[src/include/tev_pkg.sv]
`default_nettype none
package tev_pkg;

   // ---------------------------------------------------------------
   // Transaction codes
   // ---------------------------------------------------------------
   localparam logic [5:0] AM_6U = 6'h20;
   localparam logic [5:0] AM_3U = 6'h21;
   localparam logic [7:0] XAM_A32 = 8'h01;
   localparam logic [7:0] XAM_WIDE = 8'h02;
   localparam logic [7:0] BCNT_UNKNOWN = 8'hFF;
   localparam logic [7:0] BCNT_MAX = 8'h80;

   // ---------------------------------------------------------------
   // Field positions in the address phases
   // ---------------------------------------------------------------
   localparam int XAM_LSB = 0;
   localparam int BCNT_LSB = 8;
   localparam int HI_LSB = 16;

   // ---------------------------------------------------------------
   // Sizes and timing
   // ---------------------------------------------------------------
   localparam int MAX_BEATS = 256;
   localparam logic [11:0] BLK_6U_BYTES = 12'h800;
   localparam logic [11:0] BLK_3U_BYTES = 12'h400;
   localparam int CLK_NS = 8;
   localparam int BEAT_NS = 50;
   localparam logic [3:0] BEAT_CYC = 4'((BEAT_NS + CLK_NS - 1) / CLK_NS);
   localparam logic [7:0] TIMEOUT_CYC = 8'hFF;
   localparam logic [1:0] LAST_PHASE = 2'h2;

   // ---------------------------------------------------------------
   // States
   // ---------------------------------------------------------------
   typedef enum logic [2:0] {
      M_IDLE = 3'b000,
      M_STRB = 3'b001,
      M_WAIT = 3'b010,
      M_DATA = 3'b011,
      M_END = 3'b100
   } tev_mst_t;

   typedef enum logic [1:0] {
      S_IDLE = 2'b00,
      S_ADDR = 2'b01,
      S_DATA = 2'b10,
      S_IGN = 2'b11
   } tev_slv_t;

endpackage : tev_pkg
`default_nettype wire

[src/include/tev_if.sv]
`timescale 1ns/1ps
`default_nettype none
interface tev_if;
   // Address strobe, active low, held for the whole transaction.
   logic as_n;
   // Data strobe; every edge, rising or falling, is one phase or beat.
   logic ds;
   // Acknowledge; every edge answers one strobe edge.
   logic dtack;
   logic [5:0] am;
   // Address lines; bit 0 is the remapped long-word line.
   logic [31:0] a;
   logic [63:0] d;

   modport master (output as_n, output ds, output am, output a, output d, input dtack);
   modport slave (input as_n, input ds, input am, input a, input d, output dtack);
endinterface : tev_if
`default_nettype wire

[src/hw/tev_slave.sv]
`timescale 1ns/1ps
`default_nettype none
module tev_slave #(
   parameter bit EN_6U = 1'b1,
   parameter bit EN_3U = 1'b1
) (
   input wire logic clk,
   input wire logic rst,
   tev_if.slave bus,
   output logic hdr_valid,
   output logic hdr_3u,
   output logic hdr_wide,
   output logic [63:0] hdr_addr,
   output logic [8:0] hdr_beats,
   output logic hdr_open,
   output logic data_valid,
   output logic [63:0] data,
   output logic ended,
   output logic ignored
);

   tev_pkg::tev_slv_t state_q;
   logic [1:0] as_sync_q;
   logic [1:0] ds_sync_q;
   logic [5:0] am_s1_q;
   logic [5:0] am_s2_q;
   logic [31:0] a_s1_q;
   logic [31:0] a_s2_q;
   logic [63:0] d_s1_q;
   logic [63:0] d_s2_q;
   logic ds_seen_q;
   logic dtack_q;
   logic [1:0] phase_q;
   logic size_3u_q;
   logic wide_q;
   logic [63:0] addr_q;
   logic [7:0] bcnt_q;
   logic hdr_valid_q;
   logic data_valid_q;
   logic [63:0] data_q;
   logic ended_q;
   logic ignored_q;
   logic edge_seen;
   logic active;
   logic code_ok;
   logic is_6u;
   logic is_3u;

   // ---------------------------------------------------------------
   // Line synchronisers
   // ---------------------------------------------------------------
   // Strobes and the lines they qualify pass the same two stages, so
   // a strobe edge is seen together with the lines it was sent with.
   always_ff @(posedge clk or posedge rst)
   begin
      if (rst)
      begin
         as_sync_q <= 2'b11;
         ds_sync_q <= 2'b00;
      end
      else
      begin
         as_sync_q <= {as_sync_q[0], bus.as_n};
         ds_sync_q <= {ds_sync_q[0], bus.ds};
      end
   end

   always_ff @(posedge clk or posedge rst)
   begin
      if (rst)
      begin
         am_s1_q <= 6'h00;
         am_s2_q <= 6'h00;
         a_s1_q <= 32'h0000_0000;
         a_s2_q <= 32'h0000_0000;
         d_s1_q <= 64'h0000_0000_0000_0000;
         d_s2_q <= 64'h0000_0000_0000_0000;
      end
      else
      begin
         am_s1_q <= bus.am;
         am_s2_q <= am_s1_q;
         a_s1_q <= bus.a;
         a_s2_q <= a_s1_q;
         d_s1_q <= bus.d;
         d_s2_q <= d_s1_q;
      end
   end

   assign active = ~as_sync_q[1];
   assign edge_seen = (ds_sync_q[1] != ds_seen_q);

   // ---------------------------------------------------------------
   // Transaction decode
   // ---------------------------------------------------------------
   always_comb
   begin
      is_6u = EN_6U && (am_s2_q == tev_pkg::AM_6U);
      is_3u = EN_3U && (am_s2_q == tev_pkg::AM_3U);
      // Code 02 means a 64-bit address on full size and 40-bit on small.
      code_ok = (is_6u || is_3u) &&
                ((a_s2_q[7:0] == tev_pkg::XAM_A32) ||
                 (a_s2_q[7:0] == tev_pkg::XAM_WIDE));
   end

   // ---------------------------------------------------------------
   // Sequencer
   // ---------------------------------------------------------------
   always_ff @(posedge clk or posedge rst)
   begin
      if (rst)
      begin
         state_q <= tev_pkg::S_IDLE;
         ds_seen_q <= 1'b0;
         dtack_q <= 1'b0;
         phase_q <= 2'h0;
         size_3u_q <= 1'b0;
         wide_q <= 1'b0;
         addr_q <= 64'h0000_0000_0000_0000;
         bcnt_q <= 8'h00;
      end
      else
      begin
         if (edge_seen)
            ds_seen_q <= ds_sync_q[1];
         case (state_q)
            tev_pkg::S_IDLE:
            begin
               phase_q <= 2'h0;
               if (active)
                  state_q <= tev_pkg::S_ADDR;
            end
            tev_pkg::S_ADDR:
            begin
               if (!active)
                  state_q <= tev_pkg::S_IDLE;
               else if (edge_seen && phase_q == 2'h0)
               begin
                  if (code_ok)
                  begin
                     size_3u_q <= is_3u;
                     wide_q <= (a_s2_q[7:0] == tev_pkg::XAM_WIDE);
                     // Top bits are only meaningful for the 64-bit mode.
                     addr_q[63:40] <= (is_6u && a_s2_q[7:0] == tev_pkg::XAM_WIDE) ?
                                      a_s2_q[31:8] : 24'h000000;
                     dtack_q <= ~dtack_q;
                     phase_q <= 2'h1;
                  end
                  else
                     state_q <= tev_pkg::S_IGN;
               end
               else if (edge_seen && phase_q == 2'h1)
               begin
                  bcnt_q <= a_s2_q[15:8];
                  addr_q[39:32] <= wide_q ? a_s2_q[23:16] : 8'h00;
                  dtack_q <= ~dtack_q;
                  phase_q <= tev_pkg::LAST_PHASE;
               end
               else if (edge_seen)
               begin
                  addr_q[31:0] <= a_s2_q;
                  dtack_q <= ~dtack_q;
                  state_q <= tev_pkg::S_DATA;
               end
            end
            tev_pkg::S_DATA:
            begin
               if (!active)
                  state_q <= tev_pkg::S_IDLE;
               else if (edge_seen)
                  dtack_q <= ~dtack_q;
            end
            tev_pkg::S_IGN:
            begin
               if (!active)
                  state_q <= tev_pkg::S_IDLE;
            end
            default:
               state_q <= tev_pkg::S_IDLE;
         endcase
      end
   end

   // ---------------------------------------------------------------
   // User-side outputs
   // ---------------------------------------------------------------
   always_ff @(posedge clk or posedge rst)
   begin
      if (rst)
      begin
         hdr_valid_q <= 1'b0;
         data_valid_q <= 1'b0;
         data_q <= 64'h0000_0000_0000_0000;
         ended_q <= 1'b0;
         ignored_q <= 1'b0;
      end
      else
      begin
         hdr_valid_q <= (state_q == tev_pkg::S_ADDR) && active && edge_seen &&
                        (phase_q == tev_pkg::LAST_PHASE);
         data_valid_q <= (state_q == tev_pkg::S_DATA) && active && edge_seen;
         if ((state_q == tev_pkg::S_DATA) && active && edge_seen)
            data_q <= size_3u_q ? {32'h0000_0000, d_s2_q[31:0]} : d_s2_q;
         ended_q <= (state_q == tev_pkg::S_DATA) && !active;
         ignored_q <= (state_q == tev_pkg::S_ADDR) && active && edge_seen &&
                      (phase_q == 2'h0) && !code_ok;
      end
   end

   assign hdr_valid = hdr_valid_q;
   assign hdr_3u = size_3u_q;
   assign hdr_wide = wide_q;
   assign hdr_addr = addr_q;
   // An unknown count reads as open with zero beats.
   assign hdr_open = (bcnt_q == tev_pkg::BCNT_UNKNOWN);
   assign hdr_beats = (bcnt_q > tev_pkg::BCNT_MAX) ? 9'h000 : {bcnt_q, 1'b0};
   assign data_valid = data_valid_q;
   assign data = data_q;
   assign ended = ended_q;
   assign ignored = ignored_q;
   assign bus.dtack = dtack_q;

endmodule : tev_slave
`default_nettype wire

[src/flat_wrapper.sv]
// flat-port wrapper written by rule: the top's interface ports become plain ports
module tev_slave_flat 
#(
   parameter bit EN_6U = 1'b1,
   parameter bit EN_3U = 1'b1
)
  (clk, rst, hdr_valid, hdr_3u, hdr_wide, hdr_addr, hdr_beats, hdr_open, data_valid, data, ended, ignored, bus_as_n, bus_ds, bus_am, bus_a, bus_d, bus_dtack);
  tev_if bus_i ();
  input wire logic clk;
  input wire logic rst;
  output logic hdr_valid;
  output logic hdr_3u;
  output logic hdr_wide;
  output logic [63:0] hdr_addr;
  output logic [8:0] hdr_beats;
  output logic hdr_open;
  output logic data_valid;
  output logic [63:0] data;
  output logic ended;
  output logic ignored;
  input wire logic [$bits(bus_i.as_n)-1:0] bus_as_n;
  input wire logic [$bits(bus_i.ds)-1:0] bus_ds;
  input wire logic [$bits(bus_i.am)-1:0] bus_am;
  input wire logic [$bits(bus_i.a)-1:0] bus_a;
  input wire logic [$bits(bus_i.d)-1:0] bus_d;
  output wire logic [$bits(bus_i.dtack)-1:0] bus_dtack;
  assign bus_i.as_n = bus_as_n;
  assign bus_i.ds = bus_ds;
  assign bus_i.am = bus_am;
  assign bus_i.a = bus_a;
  assign bus_i.d = bus_d;
  assign bus_dtack = bus_i.dtack;
  tev_slave #(.EN_6U(EN_6U), .EN_3U(EN_3U)) u_core (.clk(clk), .rst(rst), .bus(bus_i), .hdr_valid(hdr_valid), .hdr_3u(hdr_3u), .hdr_wide(hdr_wide), .hdr_addr(hdr_addr), .hdr_beats(hdr_beats), .hdr_open(hdr_open), .data_valid(data_valid), .data(data), .ended(ended), .ignored(ignored));
endmodule
[config.mk]
export PLATFORM = sky130hd
export DESIGN_NAME = tev_slave_flat
export DESIGN_NICKNAME = d
export VERILOG_FILES = /design/src/include/tev_pkg.sv /design/src/include/tev_if.sv /design/src/hw/tev_slave.sv /design/src/flat_wrapper.sv
export SDC_FILE = /design/constraint.sdc
export NUM_CORES = 1
export LEC_CHECK = 0
export ABC_AREA = 1
export BUFFER_PORTS_ARGS = -buffer_cell sky130_fd_sc_hd__buf_2
export CAP_MARGIN = 20
export CORE_ASPECT_RATIO = 0.7
export CORE_MARGIN = 10
export CORE_UTILIZATION = 30
export DETAILED_ROUTE_END_ITERATION = 8
export PLACE_DENSITY = 0.46
export SYNTH_ARGS = -nofsm -noshare
export SYNTH_HDL_FRONTEND = slang
export SYNTH_SLANG_ARGS = --single-unit
[constraint.sdc]
create_clock -name clk -period 18.8 [get_ports clk]
set_input_delay 3.76 -clock clk [delete_from_list [all_inputs] [get_ports clk]]
set_output_delay 3.76 -clock clk [all_outputs]
set_load 0.05 [all_outputs]
==> results of run 1 <==
==> power groups by stage <==
stage | logic, mW | registers (mW) | clock network (mW)
floorplan | 0.145 | 1.21 | 0
detailed placement | 0.574 | 0.952 | 0
global placement | 0.569 | 0.951 | 0
finish | 0.563 | 0.938 | 0.737
CTS | 0.574 | 0.940 | 0.767
global route | 0.605 | 0.952 | 0.796
==> cell families (layout without fill, tap and decap cells) <==
family / Yosys count / after routing / share of synthesized area, %
and+or+nand+nor: 400 / 400 / 14.0
DFF: 356 / 356 / 78.9
AOI/OAI and AO/OA: 81 / 81 / 3.66
buffers and inverters: 87 / 372 / 3.40
other: 1 / 3 / 0.0332
==> worst register-to-register path, delay by kind of cell, from the launching register on <==
kind,cells,cell delay [ns]
buf+inv,2,0.83
flops,1,0.40
simple gates,7,1.43
==> sequential cells by signal (all words and copies together), names as in the netlist, 2 cells and up <==
register	flops
u_core.a_s1_q	32
u_core.a_s2_q	32
u_core.am_s1_q	6
u_core.am_s2_q	6
u_core.as_sync_q	2
u_core.bcnt_q	8
u_core.d_s1_q	64
u_core.d_s2_q	64
u_core.data	64
u_core.ds_sync_q	2
u_core.hdr_addr	64
u_core.phase_q	2
u_core.state_q	2
==> placed cells by master (no fill, tap or decap), types with 3 or more instances in the layout <==
| master | instances |
|---|---|
| clkbuf_8 | 9 |
| inv_1 | 49 |
| clkbuf_16 | 39 |
| buf_2 | 249 |
| clkbuf_1 | 7 |
| nand3_1 | 18 |
| nor2_4 | 3 |
| dfrtp_1 | 354 |
| nor2_1 | 43 |
| o21ai_0 | 51 |
| o21ai_1 | 27 |
| clkinv_2 | 6 |
| nand4_1 | 3 |
| nand2_1 | 324 |
| buf_4 | 4 |
==> cell type report <==
type / count / area, um2
Fill cell: 3661 / 22800
Antenna cell: 2 / 5.00
Clock buffer: 55 / 1130
Timing Repair Buffer: 255 / 1320
Clock inverter: 10 / 110
Inverter: 52 / 204
Multi-Input combinational cell: 482 / 2000
Sequential cell: 356 / 8910
Tap cell: 488 / 611
==> per-layer routing <==
metal / global-route usage [%] / share of wire, %
met1: 15.2 / 44
met4: 3.70 / 2.0
met3: 4.07 / 7.2
met5: 0 / 0.14
met2: 18.9 / 47
==> path summary, 6_finish.rpt <==
path	end	slack [ns]	depth (start not counted)
worst max-delay path	hdr_beats[7]	13.02	6
worst min-delay path	u_core.a_s2_q[26]	0.34	0
worst max register to register	u_core.hdr_addr[52]	16.07	9
worst min register to register	u_core.a_s2_q[26]	0.34	0
max in group asynchronous	u_core.d_s1_q[21]	14.05	3
min in group asynchronous	u_core.a_s1_q[10]	3.35	2
==> metrics by stage <==
stage	instances	instance area, um2	util, %
final	1700	14300	38.5
after global routing	1698	14300	38.5
after CTS	1697	14300	38.4
after detailed placement	1632	13000	35.1
after global placement	1632	13000	35.1
after floorplan	925	11300	-
==> out/summary.txt, run 1 <==
Status: finished clean
Vias in the first global route: 7334
CTS tree: yes
Gp weighted congestion: 0.746
Synthesized Nets: 1031
Clock latency on the worst-skew pair: 0.52 ns
CP delay by family, top: simple AND/OR/NAND/NOR gates
Setup crit start kind: flip-flop
Max Fclk: 173 MHz
Vias: 6990
Die height: 182 um
Worst Clk Skew: 0.0168 ns
Synth area leaders: dfrtp_1, nand2_1, o21ai_0
Switching power share of the total: 35.9%
Initial Utilization: 30.4%
H-tree Lvls: 2
Post-DP HPWL: 18200 um
CORE AREA: 0.0371 mm2
Required @ worst endpoint: 15.04 ns
Die area: 0.0459 mm2
Share of post-route cells with drive strength above 1: 27.2%
Setup violators final: 0
Largest net degree at the start of global routing: 177
Grt ovf: 0
DR iter-0 viols: 460
# port buffers: 249
Drt pass-1 iters: 4
CTS Buf Count: 37
Period utilisation layout: 30.8%
CTS hold repair buffers: 0
Reg2Reg Launch Point: u_core.state_q[1]
Worst hold-check path type: reg -> reg
Antenna violations before repair: 5
Leakage: 7.59 nW
MaxCap Viol Count: 0
Clock share of power: 32.9%
Post-route DRC: 0
Setup bufs post-CTS: 0
Routed WL: 27700 um
Combinational power share: 25.1%
Die X: 252 um
Worst-Margin Slew: 0.997 ns
Clock sink count: 356
CP Class: reg -> out
Hold_ws: 0.342 ns
Most frequent cells after synthesis: dfrtp_1, nand2_1, o21ai_0
Synth Register Bits: 356
Area grow syn2layout: 26.5%
Slew margin rel.: 33.5%
Root Buffer: clkbuf_16
Part of the power in registers: 41.9%
Max incr delay on CP: 0.38 ns
Avg Cell Area, Syn: 12.2 um2
Worst EP arrival: 2.02 ns
Worst VDD drop: 0.0000919 V
Final ANT Viol Nets: 0
Critical Path Fanout Max: 7
# IOs: 251
Post-synth top area share: 78.4%
Crit path from: u_core.bcnt_q[6]
EDFF count, synth: 0
Fin nets: 1290
Synthesis Warnings: 0
Hold Fails Final Rpt: 0
Min-delay src: u_core.a_s1_q[26]
Cell with the most instances after synthesis: dfrtp_1
Post-synth cell types: 25
CP Capture Type: output pin
Shortest period the worst path allows: 5.78 ns
Routed length per instance: 16.3 um
Final WS setup: 13.02 ns
Cell internal pwr: 1.43 mW
Area leader, netlist: dfrtp_1
Slowest library cell on the worst path: dfrtp_1
Slew Viols, Final: 0
Pwr dens: 157 mW/mm2
Bufs on Longest Clock Path: 3
Critical Path, Cell by Cell: inv_1, nand2_1, nor4_1, nor2_1, nor2_1, buf_2
NetSw: 0.804 mW
Setup TNS: 0 ns
Post-synthesis cell count: 925
WP buf/inv: 2
Vias per cell: 4.11
First-pass GRT wire length: 43200 um
Synth Flop Type: dfrtp_1
GRT Total Usage: 12.0%
Register area share after synthesis: 78.9%
Mapped cell area: 0.0113 mm2
Post-cts gate resize count: 0
Cell repeated most along the worst path: nor2_1
Row count: 59
Power, Total: 2.24 mW
RSZ-0062 raised after global routing: no
Worst-path clk slew: 0.06 ns
Async set-reset flop share out of synthesis: 100%
Pre-CTS setup slack: 13.37 ns
(Power assumes the default switching activity.)
==> run 2: changes to the inputs <==
--- a/config.mk
+++ b/config.mk
@@ -5,7 +5,7 @@
 export SDC_FILE = /design/constraint.sdc
 export NUM_CORES = 1
 export LEC_CHECK = 0
-export ABC_AREA = 1
+export ABC_AREA = 0
 export BUFFER_PORTS_ARGS = -buffer_cell sky130_fd_sc_hd__buf_2
 export CAP_MARGIN = 20
 export CORE_ASPECT_RATIO = 0.7
==> constraint.sdc (replaced) <==
create_clock -name clk -period 5.5 [get_ports clk]
set_input_delay 1.1 -clock clk [delete_from_list [all_inputs] [get_ports clk]]
set_output_delay 1.1 -clock clk [all_outputs]
set_load 0.05 [all_outputs]
==> run 2 against run 1 <==
Compared with the run above:
- critical path type unchanged
- sequential cell count stayed put
- synthesized cell count is 29% lower
- clock-buffer cell count is 3 lower
- sequential power grew to 3.3 times the previous value
- largest power group unchanged
- die area is 1.2% lower
- routed wire length is 9.5% lower
==> out/summary.txt, run 2 <==
Status: finished clean
Vias per cell: 4.21
Slew Viols, Final: 0
Post-DP HPWL: 16700 um
Gp weighted congestion: 0.717
Post-cts gate resize count: 0
Worst Reg-to-Reg Cells: 5
# IOs: 251
Vias: 6048
Die X: 250 um
Leakage: 7.00 nW
Post-synth top area share: 79.5%
Area leader, netlist: dfrtp_1
Reg-to-reg critical path endpoint: u_core.data[0]
Synthesized Nets: 766
GRT Total Usage: 11.0%
CP Class: reg -> out
CTS tree: yes
Post-route DRC: 0
Worst VDD drop: 0.000422 V
DR iter-0 viols: 368
Largest net degree at the start of global routing: 154
Metal-1 WL: 11600 um
Final WS setup: 2.64 ns
Reg2Reg Launch Point: u_core.state_q[1]
Grt ovf: 0
Share of post-route cells with drive strength above 1: 41.6%
Met2 wire length: 10900 um
CTS hold repair buffers: 0
Commonest non-fill, non-tap cell in the layout: dfrtp_1
H-tree Lvls: 2
Row count: 58
Power, Total: 7.10 mW
Hold Fails Final Rpt: 0
Fin nets: 1035
Slew margin rel.: 34.2%
Clock sink count: 356
Die area: 0.0454 mm2
Worst-Margin Slew: 0.984 ns
EDFF count, synth: 0
Worst Clk Skew: 0.0181 ns
Synth area leaders: dfrtp_1, mux2_2, nand3b_1
Synth Flop Type: dfrtp_1
Post-synthesis cell count: 660
Multi-input logic area: 0.00195 mm2
CTS Buf Count: 37
Antenna violations before repair: 2
Drt pass-1 iters: 4
Setup bufs post-CTS: 0
Worst EP arrival: 1.76 ns
CP Capture Type: output pin
Reg2Reg Setup Slack: 2.95 ns
Shortest period the worst path allows: 2.86 ns
Die height: 181 um
Synthesis Warnings: 0
Async set-reset flop share out of synthesis: 100%
Setup crit start kind: flip-flop
MaxCap Viol Count: 0
Most frequent cells after synthesis: dfrtp_1, mux2_2, o21ai_0
Post-synth cell types: 39
Routed length per instance: 17.4 um
Register area share after synthesis: 79.9%
Vias in the first global route: 6577
Critical Path Fanout Max: 4
Pre-CTS setup slack: 2.96 ns
Synth Register Bits: 356
Top routing layer in use: met4
Routed WL: 25100 um
First-pass GRT wire length: 39900 um
# fillers: 3463
Avg Cell Area, Syn: 16.9 um2
# port buffers: 249
Register area: 0.00891 mm2
Bufs on Longest Clock Path: 3
Area grow syn2layout: 27.2%
Setup violators final: 0
Clock latency on the worst-skew pair: 0.52 ns
Mapped cell area: 0.0111 mm2
RSZ-0062 raised after global routing: no
Final Util: 39.1%
Crit path from: u_core.bcnt_q[1]
Cell with the most instances after synthesis: dfrtp_1
CORE AREA: 0.0363 mm2
Final ANT Viol Nets: 0
Pwr dens: 501 mW/mm2
Root Buffer: clkbuf_16
Initial Utilization: 30.7%
Required @ worst endpoint: 4.40 ns
Max Fclk: 350 MHz
Most frequent cells in the layout: dfrtp_1, buf_2, mux2_2
Worst-path clk slew: 0.06 ns
Period utilisation layout: 52.0%
Met3 wire len: 1990 um
Setup TNS: 0 ns
Critical Path Sink: hdr_beats[8]
Worst hold-check path type: reg -> reg
run 2: metrics by stage:
stage                     instance area [um2]  hold slack (ns)  std cells
after floorplan                         11200            0.331        660
after global placement                  12900            0.332       1368
after detailed placement                12900            0.335       1369
after CTS                               14200            0.331       1434
after global routing                    14200            0.337       1436
final                                   14200            0.331       1436
run 2: report_power, final:
part,internal (mW),switching [mW]
Clock,1.49,1.02
Sequential,2.93,0.182
Combinational,0.341,1.14
Total,4.76,2.34
run 2: critical path, stage by stage, from the launching register on:
cell	delay [ns]
dfrtp_1	0.42
nor4_1	0.31
and4b_1	0.24
buf_2	0.26
run 2: worst min-delay path by stage:
stage	startpoint	endpoint	slack [ns]	cells past startpoint
after global routing	u_core.d_s1_q[49]	u_core.d_s2_q[49]	0.34	0
final	u_core.d_s1_q[49]	u_core.d_s2_q[49]	0.33	0
after global placement	u_core.d_s1_q[11]	u_core.d_s2_q[11]	0.33	0
after CTS	u_core.d_s1_q[49]	u_core.d_s2_q[49]	0.33	0
after detailed placement	u_core.a_s1_q[25]	u_core.a_s2_q[25]	0.33	0
after floorplan	u_core.a_s1_q[0]	u_core.a_s2_q[0]	0.33	0
run 2: area by class of cell:
cell class | instances | share of cell area [%]
Clock buffer | 52 | 7.44
Tap cell | 480 | 4.24
Antenna cell | 1 | 0.0176
Inverter | 34 | 0.926
Multi-Input combinational cell | 242 | 13.8
Clock inverter | 13 | 1.16
Sequential cell | 356 | 62.8
Timing Repair Buffer | 258 | 9.62
run 2: per-layer routing:
layer,vias up,GRT usage (%)
met1,3057,15.0
met5,-,0
met3,46,4.00
met4,0,3.32
met2,195,16.0
li1,2750,-
run 2: cell families after synthesis:
kind of cell / synth area share (%)
xor+xnor: 0.382
compound gates: 4.22
simple gates: 5.29
other cells: 0.0336
flops: 79.9
buf+inv: 2.57
mux: 7.58
